File: src/rtl/tcp_pkg.sv
// constants for the two-wire slave register port
package tcp_pkg;
  localparam logic [6:0] DEV_ADDR       = 7'h68;
  localparam logic [7:0] CHG_CFG_OFFSET = 8'h10;
  localparam logic [7:0] CHG_CFG_RESET  = 8'h00;
  localparam logic [3:0] CHG_KEY        = 4'hA;
  localparam int         KEY_LSB        = 4;
  localparam int         DIODE_LSB      = 2;
  localparam int         RES_LSB        = 0;
  localparam logic [7:0] PTR_RESET      = 8'h00;
  localparam logic [3:0] BIT_LAST       = 4'h7;
  localparam logic [3:0] BIT_ACK        = 4'h8;
  localparam int         BUF_DEPTH      = 2;
  localparam int         MAP_WORDS      = 256;
  typedef enum logic [4:0] {
    TCP_IDLE = 5'b00001,
    TCP_ADDR = 5'b00010,
    TCP_PTR  = 5'b00100,
    TCP_WR   = 5'b01000,
    TCP_RD   = 5'b10000
  } tcp_state_t;
endpackage

File: src/rtl/tcp_buf2.sv
// two-entry valid/ready buffer for received write bytes
`timescale 1ns/10ps
module tcp_buf2 (
  input  wire logic       sys_clk,
  input  wire logic       nrst,
  input  wire logic       in_valid,
  output logic            in_ready,
  input  wire logic [7:0] in_addr,
  input  wire logic [7:0] in_data,
  output logic            out_valid,
  input  wire logic       out_ready,
  output logic      [7:0] out_addr,
  output logic      [7:0] out_data
);
  logic [15:0] mem_reg [0:tcp_pkg::BUF_DEPTH-1];
  logic        wp_reg;
  logic        rp_reg;
  logic [1:0]  cnt_reg;
  logic        push;
  logic        pop;

  // handshake terms
  assign in_ready  = (cnt_reg != 2'h2);
  assign out_valid = (cnt_reg != 2'h0);
  assign push      = in_valid & in_ready;
  assign pop       = out_valid & out_ready;
  assign out_addr  = mem_reg[rp_reg][15:8];
  assign out_data  = mem_reg[rp_reg][7:0];

  // storage write
  always_ff @(posedge sys_clk) begin
    if (push) begin
      mem_reg[wp_reg] <= {in_addr, in_data};
    end
  end

  // pointers and fill count
  always_ff @(posedge sys_clk) begin
    if (!nrst) begin
      wp_reg  <= 1'b0;
      rp_reg  <= 1'b0;
      cnt_reg <= 2'h0;
    end else begin
      if (push) wp_reg <= ~wp_reg;
      if (pop) rp_reg <= ~rp_reg;
      cnt_reg <= cnt_reg + {1'b0, push} - {1'b0, pop};
    end
  end
endmodule

File: src/rtl/tcp_slave.sv
// two-wire slave front end with register map and charge-path decode
`timescale 1ns/10ps
module tcp_slave (
  input  wire logic       sys_clk,
  input  wire logic       nrst,
  input  wire logic       scl_i,
  input  wire logic       sda_i,
  output logic            sda_o,
  output logic            sda_oe,
  output logic            charge_enable,
  output logic            charge_diode,
  output logic      [1:0] charge_res_sel,
  output logic      [7:0] charge_path_config,
  output logic            busy
);
  logic [7:0]  regmap_reg [0:tcp_pkg::MAP_WORDS-1];
  logic [7:0]  cfg_reg;
  logic [1:0]  scl_sync_reg;
  logic [1:0]  sda_sync_reg;
  logic        scl_d_reg;
  logic        sda_d_reg;
  logic        scl_rise;
  logic        scl_fall;
  logic        start_det;
  logic        stop_det;
  tcp_pkg::tcp_state_t state_reg;
  logic [3:0]  bit_reg;
  logic [7:0]  shift_reg;
  logic [7:0]  ptr_reg;
  logic [7:0]  tx_reg;
  logic        ack_reg;
  logic        drive_reg;
  logic        drv_val_reg;
  logic        master_nak_reg;
  logic        wq_valid;
  logic        wq_ready;
  logic [7:0]  wq_addr;
  logic [7:0]  wq_data;
  logic        wb_valid;
  logic [7:0]  wb_addr;
  logic [7:0]  wb_data;
  logic [7:0]  rd_data;
  logic [7:0]  rx_byte;
  logic [3:0]  key;
  logic [1:0]  dsel;
  logic [1:0]  rsel;

  // two-flop synchronisers for the bus pins
  always_ff @(posedge sys_clk) begin
    if (!nrst) begin
      scl_sync_reg <= 2'b11;
      sda_sync_reg <= 2'b11;
    end else begin
      scl_sync_reg <= {scl_sync_reg[0], scl_i};
      sda_sync_reg <= {sda_sync_reg[0], sda_i};
    end
  end

  // delayed copies for edge finding
  always_ff @(posedge sys_clk) begin
    if (!nrst) begin
      scl_d_reg <= 1'b1;
      sda_d_reg <= 1'b1;
    end else begin
      scl_d_reg <= scl_sync_reg[1];
      sda_d_reg <= sda_sync_reg[1];
    end
  end

  // edge and bus condition decode, oversampled far above 400kHz
  assign scl_rise  = scl_sync_reg[1] & ~scl_d_reg;
  assign scl_fall  = ~scl_sync_reg[1] & scl_d_reg;
  assign start_det = scl_sync_reg[1] & scl_d_reg &
                     sda_d_reg & ~sda_sync_reg[1];
  assign stop_det  = scl_sync_reg[1] & scl_d_reg &
                     ~sda_d_reg & sda_sync_reg[1];
  assign rx_byte   = {shift_reg[6:0], sda_sync_reg[1]};

  // read data from the map, config register kept apart
  assign rd_data = (ptr_reg == tcp_pkg::CHG_CFG_OFFSET) ? cfg_reg
                                                        : regmap_reg[ptr_reg];

  // protocol state machine
  always_ff @(posedge sys_clk) begin
    if (!nrst) begin
      state_reg      <= tcp_pkg::TCP_IDLE;
      bit_reg        <= 4'h0;
      shift_reg      <= 8'h00;
      ack_reg        <= 1'b0;
      master_nak_reg <= 1'b0;
    end else if (start_det) begin
      state_reg <= tcp_pkg::TCP_ADDR;
      bit_reg   <= 4'h0;
      ack_reg   <= 1'b0;
    end else if (stop_det) begin
      state_reg <= tcp_pkg::TCP_IDLE;
      bit_reg   <= 4'h0;
      ack_reg   <= 1'b0;
    end else if (scl_rise && state_reg != tcp_pkg::TCP_IDLE) begin
      if (bit_reg == tcp_pkg::BIT_ACK) begin
        bit_reg <= 4'h0;
        if (state_reg == tcp_pkg::TCP_RD) begin
          master_nak_reg <= sda_sync_reg[1];
        end
      end else begin
        shift_reg <= rx_byte;
        bit_reg   <= bit_reg + 4'h1;
      end
      if (bit_reg == tcp_pkg::BIT_LAST) begin
        unique case (state_reg)
          tcp_pkg::TCP_ADDR: begin
            if (rx_byte[7:1] == tcp_pkg::DEV_ADDR) begin
              ack_reg        <= 1'b1;
              master_nak_reg <= 1'b0;
              state_reg      <= rx_byte[0] ? tcp_pkg::TCP_RD
                                           : tcp_pkg::TCP_PTR;
            end else begin
              state_reg <= tcp_pkg::TCP_IDLE;
            end
          end
          tcp_pkg::TCP_PTR: begin
            ack_reg   <= 1'b1;
            state_reg <= tcp_pkg::TCP_WR;
          end
          tcp_pkg::TCP_WR: begin
            ack_reg <= wq_ready;
          end
          tcp_pkg::TCP_RD: begin
            ack_reg <= 1'b0;
          end
          default: begin
            state_reg <= tcp_pkg::TCP_IDLE;
          end
        endcase
      end
    end else if (scl_fall && bit_reg == 4'h0) begin
      ack_reg <= 1'b0;
      if (state_reg == tcp_pkg::TCP_RD && master_nak_reg) begin
        state_reg <= tcp_pkg::TCP_IDLE;
      end
    end
  end

  // pointer load and auto increment, no length limit
  always_ff @(posedge sys_clk) begin
    if (!nrst) begin
      ptr_reg <= tcp_pkg::PTR_RESET;
    end else if (scl_rise && bit_reg == tcp_pkg::BIT_LAST) begin
      if (state_reg == tcp_pkg::TCP_PTR) begin
        ptr_reg <= rx_byte;
      end else if (state_reg == tcp_pkg::TCP_WR && wq_ready) begin
        ptr_reg <= ptr_reg + 8'h01;
      end
    end else if (scl_fall && bit_reg == 4'h0 && !master_nak_reg &&
                 state_reg == tcp_pkg::TCP_RD) begin
      ptr_reg <= ptr_reg + 8'h01;
    end
  end

  // write byte enters the buffer at its eighth bit
  assign wq_valid = scl_rise && bit_reg == tcp_pkg::BIT_LAST &&
                    state_reg == tcp_pkg::TCP_WR && !start_det &&
                    !stop_det;
  assign wq_addr  = ptr_reg;
  assign wq_data  = rx_byte;

  tcp_buf2 u_buf (
    .sys_clk   (sys_clk),
    .nrst      (nrst),
    .in_valid  (wq_valid),
    .in_ready  (wq_ready),
    .in_addr   (wq_addr),
    .in_data   (wq_data),
    .out_valid (wb_valid),
    .out_ready (1'b1),
    .out_addr  (wb_addr),
    .out_data  (wb_data)
  );

  // general register map storage
  always_ff @(posedge sys_clk) begin
    if (wb_valid && wb_addr != tcp_pkg::CHG_CFG_OFFSET) begin
      regmap_reg[wb_addr] <= wb_data;
    end
  end

  // charge configuration register
  always_ff @(posedge sys_clk) begin
    if (!nrst) begin
      cfg_reg <= tcp_pkg::CHG_CFG_RESET;
    end else if (wb_valid && wb_addr == tcp_pkg::CHG_CFG_OFFSET) begin
      cfg_reg <= wb_data;
    end
  end

  // transmit byte loaded when a read byte begins
  always_ff @(posedge sys_clk) begin
    if (!nrst) begin
      tx_reg <= 8'h00;
    end else if (scl_fall && bit_reg == 4'h0 &&
                 state_reg == tcp_pkg::TCP_RD) begin
      tx_reg <= rd_data;
    end else if (scl_fall && bit_reg != 4'h0 &&
                 bit_reg != tcp_pkg::BIT_ACK) begin
      tx_reg <= {tx_reg[6:0], 1'b0};
    end
  end

  // data line drive, updated on clock low edges, released on start or stop
  always_ff @(posedge sys_clk) begin
    if (!nrst) begin
      drive_reg   <= 1'b0;
      drv_val_reg <= 1'b1;
    end else if (start_det || stop_det) begin
      drive_reg <= 1'b0;
    end else if (scl_fall) begin
      if (bit_reg == tcp_pkg::BIT_ACK) begin
        drive_reg   <= ack_reg;
        drv_val_reg <= 1'b0;
      end else if (state_reg == tcp_pkg::TCP_RD && bit_reg == 4'h0 &&
                   !master_nak_reg) begin
        drive_reg   <= ~rd_data[7];
        drv_val_reg <= 1'b0;
      end else if (state_reg == tcp_pkg::TCP_RD && bit_reg != 4'h0 &&
                   bit_reg != tcp_pkg::BIT_ACK) begin
        drive_reg   <= ~tx_reg[6];
        drv_val_reg <= 1'b0;
      end else begin
        drive_reg <= 1'b0;
      end
    end
  end

  assign sda_o  = drv_val_reg;
  assign sda_oe = drive_reg;
  assign busy   = (state_reg != tcp_pkg::TCP_IDLE);

  // charge path decode
  assign key  = cfg_reg[tcp_pkg::KEY_LSB +: 4];
  assign dsel = cfg_reg[tcp_pkg::DIODE_LSB +: 2];
  assign rsel = cfg_reg[tcp_pkg::RES_LSB +: 2];

  // registered charge path outputs
  always_ff @(posedge sys_clk) begin
    if (!nrst) begin
      charge_enable      <= 1'b0;
      charge_diode       <= 1'b0;
      charge_res_sel     <= 2'h0;
      charge_path_config <= tcp_pkg::CHG_CFG_RESET;
    end else begin
      charge_enable  <= (key == tcp_pkg::CHG_KEY) &&
                        (dsel == 2'h1 || dsel == 2'h2) &&
                        (rsel != 2'h0);
      charge_diode       <= (dsel == 2'h2);
      charge_res_sel     <= rsel;
      charge_path_config <= cfg_reg;
    end
  end
endmodule

File: config.mk
export PLATFORM = sky130hd
export DESIGN_NAME = tcp_slave
export DESIGN_NICKNAME = d
export VERILOG_FILES = /design/src/rtl/tcp_pkg.sv /design/src/rtl/tcp_buf2.sv /design/src/rtl/tcp_slave.sv
export SDC_FILE = /design/constraint.sdc
export NUM_CORES = 2
export LEC_CHECK = 0
export BUFFER_PORTS_ARGS = -buffer_cell sky130_fd_sc_hd__buf_4
export CELL_PAD_IN_SITES_DETAIL_PLACEMENT = 1
export CELL_PAD_IN_SITES_GLOBAL_PLACEMENT = 1
export CORE_MARGIN = 8
export CORE_UTILIZATION = 45
export DETAILED_ROUTE_END_ITERATION = 12
export GPL_TIMING_DRIVEN = 1
export PLACE_DENSITY_LB_ADDON = 0.12
export SYNTH_ARGS = -nofsm -noshare
export SYNTH_HDL_FRONTEND = slang
export SYNTH_SLANG_ARGS = --single-unit
export TNS_END_PERCENT = 20
File: constraint.sdc
create_clock -name sys_clk -period 4.91 [get_ports sys_clk]
set_clock_uncertainty 0.2 [all_clocks]
set_input_delay 0.7365 -clock sys_clk [delete_from_list [all_inputs] [get_ports sys_clk]]
set_output_delay 0.7365 -clock sys_clk [all_outputs]
set_load 0.05 [all_outputs]
==> run metrics <==
post-CTS resize count=0; starting density of the core=0.4516; Async S/R FF share, synth=0; Final Wtd Congestion=0.8887; vias in the first global route=43240; fmax=0.2301 GHz; die area=0.1995 mm2; gr usage total=0.2285; post-DP HPWL=145.4 mm; H-tree depth=4; worst r2r dst=tx_reg[4]; worst setup margin=563.7 ps; Nets=4356; Port Buffers=18; DR WL/cell=32.80 um; final worst-path cycle share=0.8852; Yosys reg bits=2152; yosys warns=0; Layout area overhead=14.13%; Root Buffer=clkbuf_16; WS Path Type=flop to flop; EDFF count, synth=2080; Slew headroom=0.06677; non-filler cells, final=7004; MaxCap Viol Count=0; peak supply drop=0.3058 mV; Pwr per Cell Area=381.4 mW/mm2; Post-route DRC=0; Cell Area, Synth=0.08347 mm2; unrepaired setup endpoints after global routing=no; share of the yosys chip area belonging to registers=0.7656; Die Y=446.7 um; Clk Latency, worst-skew pair=860 ps; critical path fanouts, max=68; run status=complete, no violations; CTS Hold Bufs=5; max reg flops=2048; Post-CTS Setup Bufs=0; worst r2r path cells=9; Clock transition at path regs=60 ps; CP Data Required Time=5450 ps; # setup viols final=0; clk buf depth=3; arrival time worst endpoint=4890 ps; Most used DFF post-synth=edfxtp_1; cells after synthesis=4044; first-pass GRT wire length=328.5 mm; max-slew violations=0; CTS tree=built; largest net degree at the start of global routing=143; Rows=158; Power Total=36.34 mW; Post-Route WL=229.7 mm; synthesized area per cell=20.64 um2; pre-CTS setup slack=605.7 ps; Clock Sinks=2152; DR vias=41580; cell leakage power=28.87 nW; post-layout util=0.5154; GRT overflow=0; startpoint types=flop; actual slew at the worst max-slew pin=1400 ps; Vias/cell=5.936; TritonRoute pass-1 iters=5; initial DRC count=4350; number of buffers created by CTS=220; R2R setup slack=560 ps; hold crit path type=flop to flop; Routed Antenna Nets=0; initial antenna violation count=3; final-report hold violation count=0; core area=0.1848 mm2; commonest non-fill, non-tap cell in the layout=edfxtp_1; dpl cells=6600; I/O pin cnt=19; crit path to=tx_reg[4]; die width=446.7 um; most frequent cells in the layout=2080 x edfxtp_1, 494 x mux4_2, 326 x nor2_1; setup TNS=0 ps; Worst setup EP type=flop; share of post-route cells with drive strength above 1=0.2523; synth unique cells=72; minimum clock period=4346 ps
-- power breakdown --
part / total [mW] / leakage [nW] / internal, mW / switching (mW)
combinational: 0.0359 / 6.17 / 0.0127 / 0.0232
sequential: 19.8 / 19.3 / 19.8 / 0.00512
clock: 16.5 / 3.41 / 9.45 / 7.02
-- synthesized netlist by cell type (all sizes together), types with 6 or more instances --
library cell  count  area, um2
nand2           104      390.4
a31oi            26      162.7
o2111ai           6      52.55
nor3             20      100.1
mux2i           172       1722
dfxtp            72       1441
and3              6      37.54
a22o             21      183.9
xor2              8      70.07
nand2b           24      150.1
nand3            27      135.1
a21boi            6      45.04
clkbuf          110      412.9
and2             13      81.33
mux4            494      11130
o32ai             6      52.55
a211oi           10      75.07
o21ai            75      379.1
a221oi           76      665.6
or2               6      37.54
inv              24      90.09
nor2            329       1235
nor2b             9      56.30
a21oi            39      195.2
nand4            10      62.56
buf             128      814.5
mux2             14      157.7
a22oi            52      390.4
edfxtp         2080      62460
-- per-layer routing --
metal,vias up,track usage,wire [um]
met5,-,0,0
met4,0,0.06426,6310
met3,307,0.03191,11930
met2,1303,0.3743,112300
met1,22600,0.3242,99190
li1,17370,-,-
-- through the flow --
stage | hold slack [ps] | cell area [um2]
after floorplan | 186.3 | 83490
after global routing | 231.4 | 95260
after CTS | 218.8 | 95260
after global placement | 193.4 | 88170
final | 210.2 | 95260
after detailed placement | 196.8 | 88170
-- worst min path at each step --
| stage | from | to | slack, ps | cells past startpoint |
|---|---|---|---|---|
| after global placement | sda_sync_reg[0] | sda_sync_reg[1] | 190 | 1 |
| after detailed placement | scl_sync_reg[0] | scl_sync_reg[1] | 200 | 1 |
| after CTS | sda_sync_reg[0] | sda_sync_reg[1] | 220 | 1 |
| after global routing | sda_sync_reg[0] | sda_sync_reg[1] | 230 | 1 |
| final | sda_sync_reg[0] | sda_sync_reg[1] | 210 | 1 |
| after floorplan | scl_sync_reg[0] | scl_sync_reg[1] | 190 | 1 |
-- critical path: stages, from the launching register on --
cell,delay (ps)
dfxtp_4,840
buf_12,430
buf_4,390
mux4_2,550
a22o_1,260
a221oi_1,560
a31oi_1,400
nor3_1,270
nand3_1,110
o211a_1,150
-- final cells by class --
class                   count  area (um2)
clock inverters           109        1117
well taps                2480        3103
fillers                 16230       89580
multi-input cells        1636       18420
clock buffers             289        5919
repair buffers            312        2693
inverters                  25       96.34
flip-flops and latches   2152       63920
diodes                      1       2.502
-- kinds of logic after synthesis --
family | Yosys count | synth area share
adder cells (fa/ha/maj) | 5 | 0.0007495
flip-flops | 2152 | 0.7656
XOR/XNOR | 11 | 0.001154
AO/OA/AOI/OAI | 361 | 0.03099
AND/OR/NAND/NOR | 571 | 0.02983
buffers and inverters | 263 | 0.01583
other | 1 | 0.00004493
multiplexers | 680 | 0.1558
Power figures use the tool's default switching activity.
